==> config.mk <==
export PLATFORM = sky130hd
export DESIGN_NAME = flash_bus_host
export DESIGN_NICKNAME = d
export VERILOG_FILES = /design/src/hdl/flash_bus_pkg.sv /design/src/hdl/flash_bus_host.sv
export VERILOG_INCLUDE_DIRS = /design/src /design/src/hdl
export SDC_FILE = /design/constraint.sdc
export NUM_CORES = 1
export LEC_CHECK = 0
export ABC_AREA = 0
export BUFFER_PORTS_ARGS = -buffer_cell sky130_fd_sc_hd__buf_2
export CORE_MARGIN = 3
export CORE_UTILIZATION = 52
export CTS_CLUSTER_SIZE = 14
export DETAILED_ROUTE_END_ITERATION = 8
export HOLD_SLACK_MARGIN = 0.03
export MAX_ROUTING_LAYER = met4
export PLACE_DENSITY = 0.86
export SETUP_SLACK_MARGIN = 0.02
export SLEW_MARGIN = 0
export SYNTH_ARGS = -nofsm -noshare
export SYNTH_HDL_FRONTEND = slang
export SYNTH_SLANG_ARGS = --single-unit
==> constraint.sdc <==
create_clock -name clock_i -period 3.7 [get_ports clock_i]
set_clock_uncertainty 0.05 [all_clocks]
set_input_delay 0.185 -clock clock_i [delete_from_list [all_inputs] [get_ports clock_i]]
set_output_delay 0.185 -clock clock_i [all_outputs]
set_load 0.005 [all_outputs]
==> src/hdl/flash_bus_regs.svh <==
`ifndef FLASH_BUS_REGS_SVH
`define FLASH_BUS_REGS_SVH

// Clock period in ns
`define CLK_PERIOD_NS       20
// Minimum reset pulse width in ns (plain default)
`define T_RESET_PULSE_NS    25000
// Wake-up time after reset release before reads in ns (plain default)
`define T_WAKE_READ_NS      150
// Recovery time after reset release before writes in ns (plain default)
`define T_WAKE_WRITE_NS     1000
// Address/data setup before strobe in ns (plain default)
`define T_SETUP_NS          60
// Strobe low width in ns (plain default)
`define T_STROBE_NS         120
// Hold after strobe release in ns (plain default)
`define T_HOLD_NS           40
// Cycle counts, least times rounded up
`define CYC_RESET   ((`T_RESET_PULSE_NS + `CLK_PERIOD_NS - 1) / `CLK_PERIOD_NS)
`define CYC_WAKE_RD ((`T_WAKE_READ_NS + `CLK_PERIOD_NS - 1) / `CLK_PERIOD_NS)
`define CYC_WAKE_WR ((`T_WAKE_WRITE_NS + `CLK_PERIOD_NS - 1) / `CLK_PERIOD_NS)
`define CYC_SETUP   ((`T_SETUP_NS + `CLK_PERIOD_NS - 1) / `CLK_PERIOD_NS)
`define CYC_STROBE  ((`T_STROBE_NS + `CLK_PERIOD_NS - 1) / `CLK_PERIOD_NS)
`define CYC_HOLD    ((`T_HOLD_NS + `CLK_PERIOD_NS - 1) / `CLK_PERIOD_NS)
// Status value of a ready device
`define STATUS_READY        8'h80
// Position of the ready bit in status
`define STATUS_READY_BIT    7

`endif

==> src/hdl/flash_bus_pkg.sv <==
package flash_bus_pkg;

	// Host sequencer states
	typedef enum logic [2:0] {
		ST_RESET,
		ST_WAKE,
		ST_IDLE,
		ST_SETUP,
		ST_STROBE,
		ST_HOLD
	} host_state_t;

	// Kind of bus cycle requested by the user
	typedef enum logic [1:0] {
		OP_READ,
		OP_WRITE,
		OP_RESET
	} host_op_t;

endpackage : flash_bus_pkg

==> src/hdl/flash_bus_host.sv <==
`timescale 1ns/1ns
`include "flash_bus_regs.svh"
module flash_bus_host (
	input  wire logic                      clock_i,          // 50 MHz clock
	input  wire logic                      rst_n_i,          // Async reset, low
	input  wire logic                      req_valid_i,      // Request strobe
	input  wire flash_bus_pkg::host_op_t   req_op_i,         // Request kind
	input  wire logic [23:0]               req_addr_i,       // Byte or word address
	input  wire logic [15:0]               req_wdata_i,      // Write data
	input  wire logic                      byte_mode_i,      // 1: byte-wide bus
	input  wire logic                      prog_enable_i,    // 1: allow alteration
	output logic                           req_ready_o,      // Idle, accepts request
	output logic                           rsp_valid_o,      // Read data valid pulse
	output logic [15:0]                    rsp_rdata_o,      // Read data
	output logic                           flash_busy_o,     // Synced status pin low
	output logic                           chip_select_0_o,  // Select 0, active low
	output logic                           chip_select_1_o,  // Select 1, active low
	output logic                           chip_select_2_o,  // Select 2, held low
	output logic                           output_enable_n_o, // Output enable
	output logic                           write_enable_n_o, // Write enable
	output logic                           reset_powerdown_n_o, // Reset/power-down
	output logic                           byte_width_n_o,   // Low: byte mode
	output logic                           program_voltage_enable_o, // Program enable
	output logic [23:0]                    addr_o,           // Address lines
	output logic [15:0]                    data_o,           // Data out
	output logic                           data_oe_o,        // High: host drives data
	input  wire logic [15:0]               data_i,           // Data in
	input  wire logic                      ready_busy_out_i  // Status pin level
);
	import flash_bus_pkg::*;

	////////////////////////////////////////////////////////////////////////////
	// Timing counts
	localparam logic [15:0] CNT_RESET  = 16'(`CYC_RESET);
	localparam logic [15:0] CNT_WAKE_R = 16'(`CYC_WAKE_RD);
	localparam logic [15:0] CNT_WAKE_W = 16'(`CYC_WAKE_WR);
	localparam logic [15:0] CNT_SETUP  = 16'(`CYC_SETUP);
	localparam logic [15:0] CNT_STROBE = 16'(`CYC_STROBE);
	localparam logic [15:0] CNT_HOLD   = 16'(`CYC_HOLD);

	// Whole module state in one record
	typedef struct packed {
		host_state_t state;        // Sequencer state
		host_op_t    op;           // Op in flight
		logic [15:0] cnt;          // Phase countdown
		logic [15:0] wr_gap;       // Cycles left before a write is legal
		logic        byte_mode;    // Latched width
		logic        sync1;        // Status pin sync stage one
		logic        sync2;        // Status pin sync stage two
		logic [15:0] dsync1;       // Data sync stage one
		logic [15:0] dsync2;       // Data sync stage two
		logic        ready;        // Accept flag
		logic        rsp_valid;    // Read done pulse
		logic [15:0] rdata;        // Read data
		logic        cs_on;        // Select asserted
		logic        oe_n;         // Output enable pin
		logic        we_n;         // Write enable pin
		logic        rp_n;         // Reset pin
		logic        byte_n;       // Width pin
		logic        program_voltage_enable;         // Program enable pin
		logic [23:0] addr;         // Address pin
		logic [15:0] wdata;        // Data out
		logic        doe;          // Data drive enable
	} host_reg_t;

	host_reg_t st_reg;   // Registered state
	host_reg_t st_next;  // Next state

	////////////////////////////////////////////////////////////////////////////
	// Byte-mode read data sits in the low lane
	function automatic logic [15:0] lane_data(input logic bm, input logic [15:0] d);
		lane_data = bm ? {8'h00, d[7:0]} : d;
	endfunction : lane_data

	////////////////////////////////////////////////////////////////////////////
	// Next-state logic
	always_comb begin
		st_next           = st_reg;
		st_next.rsp_valid = 1'b0;
		// Status pin and data pass two flops before use
		st_next.sync1     = ready_busy_out_i;
		st_next.sync2     = st_reg.sync1;
		st_next.dsync1    = data_i;
		st_next.dsync2    = st_reg.dsync1;
		st_next.program_voltage_enable      = prog_enable_i;
		if (st_reg.wr_gap != 16'h0000) begin
			st_next.wr_gap = st_reg.wr_gap - 16'h0001;
		end
		unique case (st_reg.state)
			// Hold reset low the full pulse time
			ST_RESET: begin
				st_next.rp_n  = 1'b0;
				st_next.cs_on = 1'b0;
				st_next.oe_n  = 1'b1;
				st_next.we_n  = 1'b1;
				st_next.doe   = 1'b0;
				st_next.ready = 1'b0;
				if (st_reg.cnt <= 16'h0001) begin
					st_next.rp_n   = 1'b1;
					st_next.state  = ST_WAKE;
					st_next.cnt    = CNT_WAKE_R;
					st_next.wr_gap = CNT_WAKE_W;
				end else begin
					st_next.cnt = st_reg.cnt - 16'h0001;
				end
			end
			// Wake-up wait before any read
			ST_WAKE: begin
				if (st_reg.cnt <= 16'h0001) begin
					st_next.state = ST_IDLE;
					st_next.ready = 1'b1;
				end else begin
					st_next.cnt = st_reg.cnt - 16'h0001;
				end
			end
			// Wait for a request
			ST_IDLE: begin
				if (req_valid_i) begin
					st_next.ready = 1'b0;
					st_next.op    = req_op_i;
					if (req_op_i == OP_RESET) begin
						// Reset may abort running work; device copes
						st_next.state = ST_RESET;
						st_next.cnt   = CNT_RESET;
						st_next.rp_n  = 1'b0;
					end else begin
						st_next.byte_mode = byte_mode_i;
						st_next.byte_n    = ~byte_mode_i;
						// Byte mode passes the lane bit; word mode ignores it
						st_next.addr  = byte_mode_i ? req_addr_i
							: {req_addr_i[23:1], 1'b0};
						st_next.wdata = req_wdata_i;
						st_next.doe   = (req_op_i == OP_WRITE);
						st_next.cs_on = 1'b1;
						st_next.state = ST_SETUP;
						st_next.cnt   = CNT_SETUP;
					end
				end
			end
			// Address setup, then strobe
			ST_SETUP: begin
				if (st_reg.cnt <= 16'h0001 &&
				    (st_reg.op == OP_READ || st_reg.wr_gap == 16'h0000)) begin
					st_next.state = ST_STROBE;
					st_next.cnt   = CNT_STROBE;
					// Only one enable ever goes low
					if (st_reg.op == OP_READ) begin
						st_next.oe_n = 1'b0;
					end else begin
						st_next.we_n = 1'b0;
					end
				end else if (st_reg.cnt > 16'h0001) begin
					st_next.cnt = st_reg.cnt - 16'h0001;
				end
			end
			// Strobe width; read samples synced data at the end
			ST_STROBE: begin
				if (st_reg.cnt <= 16'h0001) begin
					if (st_reg.op == OP_READ) begin
						st_next.rdata     = lane_data(st_reg.byte_mode, st_reg.dsync2);
						st_next.rsp_valid = 1'b1;
					end
					// Write enable rises first so it ends the write
					st_next.oe_n  = 1'b1;
					st_next.we_n  = 1'b1;
					st_next.state = ST_HOLD;
					st_next.cnt   = CNT_HOLD;
				end else begin
					st_next.cnt = st_reg.cnt - 16'h0001;
				end
			end
			// Hold, then deselect; deselect does not stop device work
			ST_HOLD: begin
				if (st_reg.cnt <= 16'h0001) begin
					st_next.cs_on = 1'b0;
					st_next.doe   = 1'b0;
					st_next.state = ST_IDLE;
					st_next.ready = 1'b1;
				end else begin
					st_next.cnt = st_reg.cnt - 16'h0001;
				end
			end
			// Unused codes fall back to a fresh reset pulse, the only safe restart
			default: begin
				st_next.state = ST_RESET;
				st_next.cnt   = CNT_RESET;
			end
		endcase
	end

	////////////////////////////////////////////////////////////////////////////
	// State register; reset starts a reset pulse on the flash
	always_ff @(posedge clock_i or negedge rst_n_i) begin
		if (!rst_n_i) begin
			st_reg        <= '0;
			st_reg.state  <= ST_RESET;
			st_reg.op     <= OP_READ;
			st_reg.cnt    <= CNT_RESET;
			st_reg.oe_n   <= 1'b1;
			st_reg.we_n   <= 1'b1;
			st_reg.byte_n <= 1'b1;
			st_reg.sync1  <= 1'b1;
			st_reg.sync2  <= 1'b1;
		end else begin
			st_reg <= st_next;
		end
	end

	////////////////////////////////////////////////////////////////////////////
	// Outputs straight from flops except cs2, tied low; select uses cs0 low, cs1 low, cs2 low
	assign req_ready_o              = st_reg.ready;
	assign rsp_valid_o              = st_reg.rsp_valid;
	assign rsp_rdata_o              = st_reg.rdata;
	assign flash_busy_o             = ~st_reg.sync2;
	assign chip_select_0_o          = ~st_reg.cs_on;
	assign chip_select_1_o          = ~st_reg.cs_on;
	assign chip_select_2_o          = 1'b0;
	assign output_enable_n_o        = st_reg.oe_n;
	assign write_enable_n_o         = st_reg.we_n;
	assign reset_powerdown_n_o      = st_reg.rp_n;
	assign byte_width_n_o           = st_reg.byte_n;
	assign program_voltage_enable_o = st_reg.program_voltage_enable;
	assign addr_o                   = st_reg.addr;
	assign data_o                   = st_reg.wdata;
	assign data_oe_o                = st_reg.doe;

endmodule : flash_bus_host

==> impl_metrics.toml <==
[global_routing]
gr-total-overflow = 0
grtUsageTotal_pct = 22.7
grt_max_degree = 105
grt_pass1_wl_mm = 22.8
grt_pass1_vias = 4779
grt_antenna_before_repair = 0

[critical_path]
crit_buf_inv = 1
critical_path_depth = 9
worst-r2r-cell-count = 9
cp_data_arrival_time_ps = 3520
path_delay_family = "compound AO/OA/AOI/OAI gates"
path_class = "flop to flop"
cp_max_fo = 12
r2r-start = "st_reg[100]"
crit_chain = "inv_1 -> ha_1 -> or3b_2 -> nor3_1 -> a31o_2 -> o21ai_0 -> a21oi_1 -> o21ai_0 -> a22o_1"
crit_path_frequent_cell = "o21ai_0"
max_stage_delay_ps = 740
start_kind = "flop"
cp.required_ps = 3940
critPathLaunch = "st_reg[100]"
endpoint_kind = "flop"
rrSetupSlack_ps = 420
r2r_end = "st_reg[131]"
crit_path_top_delay_cell = "a21oi_1"

[synth]
syn_area_mm2 = 0.00600
ys_warn_count = 0
syn_area_per_cell_um2 = 10.2
synthArstFlopShare_pct = 100
synth_enable_flop_cells = 0
ys_types = 56
ys_ff_latch = 137
synth-seq-area-share_pct = 57.3
netlist_instances = 587
syn_nets = 654
synth_flop_cell = "dfrtp_1"

[timing]
max_freq_ghz = 0.305
slew_viol_final = 0
slew_headroom_pct = 39.3
hold_ws_ps = 191
fin_tns_setup_ps = 0
period_share_pct = 88.6
setup_viol = 0
fin_ws_ps = 422
fin_crit_ps = 3280
rsz0062_at_grt = "no"
hold_viol = 0
tightest_slew_ps = 910

[clock_tree]
cts_tree = "done"
clk_pin_slew_ps = 50
clock_latency_ps = 410
holdBufCountCts = 62
cts_setup_buffers = 0
cts_resized = 0
cts_root_buf = "clkbuf_16"
clock_sinks = 137
cts.htree.levels = 4
clk_path_buf_depth = 2
cts-buffers-inserted = 17

[floorplan]
die_h_um = 113
die_area_mm2 = 0.0129
placementRows = 38
chipWidth_um = 113
initial_core_util_pct = 54.2
ios = 132
fp.coreArea_mm2 = 0.0111

[min_path]
hold_depth = 4
hp-start = "req_valid_i"
hold_end = "req_ready_o"
hp-class = "input pin to flop"

[power_and_ir_drop]
leakage_uw = 0.00374
p_total_uw = 5380
power_density_mw_per_mm2 = 715
ir_worst_vdd_v = 0.000406

[layout]
fillers = 758
antenna_cells = 0
seq_area_mm2 = 0.00344
layout-drive-gt1-share_pct = 27.0
area_growth_pct = 25.2
largest_reg_flops = 56
multi_input_area_mm2 = 0.00199
final_nets = 790
final_cells = 876

[placed_design]
dp_hpwl_mm = 8.25
port_buffers = 130
finalWeightedCongestion = 0.918
pre_cts_slack_ps = 515
place_inst = 782

[drt]
dr.pass1.iters = 6
wl_per_cell_um = 15.6
drc = 0
routed_wl_mm = 13.7
vias = 4639
vias_per_cell = 5.30
drtAntennaViolNets = 0
drt_iter0_markers = 442

[run_status]
run_status = "finished, final reports clean"

[run]
cap_violations = 0
==> area by class of cell <==
class                           instances  share of cell area [%]
Sequential cell                       137                    45.8
Multi-Input combinational cell        361                    26.5
Timing Repair Buffer                  196                    17.4
Clock buffer                           21                    5.99
Tap cell                              140                    2.33
Clock inverter                         11                    1.51
Inverter                               10                   0.499
==> routing by layer <==
layer | GRT usage, % | vias up | share of wire, %
met5 | - | - | 0
met4 | 10.3 | 0 | 2.8
met3 | 3.71 | 28 | 5.1
met2 | 38.5 | 209 | 52
met1 | 26.7 | 2223 | 40
li1 | - | 2179 | -
==> cell usage in the layout (no fill, tap or decap), types with 3 or more instances in the layout <==
master         instances
o21ai_0               30
nand2_1              146
xor2_1                 4
dfstp_2               10
dfrtp_1              127
mux2_4                 3
o2bb2ai_1              5
nor2_1                33
mux2_2                 7
clkbuf_1               3
a31oi_1                3
dlygate4sd3_1         62
a21oi_1               16
xnor2_1               11
clkinvlp_4             3
nand3_1                5
nor3_1                19
buf_4                  4
inv_1                 10
nand2b_1              15
a22o_1                 6
buf_2                129
a21o_1                 4
inv_6                  5
or3_1                  4
nor4_1                10
clkbuf_16             17
ha_1                   3
==> cell usage after synthesis (7+ instances only) <==
cell	count	area, um2
a21oi_1	16	80.1
buf_2	7	35.0
buf_4	59	443
clkbuf_1	11	41.3
dfrtp_1	127	3180
dfstp_2	10	263
inv_1	10	37.5
mux2_2	7	78.8
nand2_1	146	548
nand2b_1	15	93.8
nor2_1	34	128
nor3_1	19	95.1
nor4_1	10	62.6
o21ai_0	30	150
xnor2_1	11	96.3
==> where the power goes <==
part / total [uW] / switching (uW) / leakage, uW / internal (uW)
clock: 1600 / 647 / 0.000266 / 955
combinational: 1500 / 826 / 0.00176 / 669
sequential: 2280 / 350 / 0.00171 / 1930
==> worst min-delay path: stages <==
cell and delay, ps:
buf_2 130, inv_1 80, a21oi_1 70, o21ai_0 140
==> per-stage QoR <==
| step | area, um2 | utilization [%] |
|---|---|---|
| global placement | 6330 | 57.2 |
| floorplan | 6000 | - |
| finish | 7520 | 67.9 |
| global route | 7520 | 67.9 |
| detailed placement | 6330 | 57.2 |
| CTS | 7520 | 67.9 |
==> cell families after synthesis <==
family | after synthesis | synth area share, %
and+or+nand+nor | 252 | 19.7
AOI/OAI and AO/OA | 80 | 8.48
adders and majority gates | 3 | 0.625
buffers and inverters | 89 | 9.55
xor gates and xnor gates | 15 | 2.19
DFF | 137 | 57.3
muxes | 10 | 2.06
other | 1 | 0.0625
==> worst max path at each step <==
stage	to
final	st_reg[131]
after floorplan	st_reg[129]
after global placement	st_reg[119]
after detailed placement	st_reg[131]
after CTS	st_reg[131]
after global routing	st_reg[129]
Power figures use the tool's default switching activity.
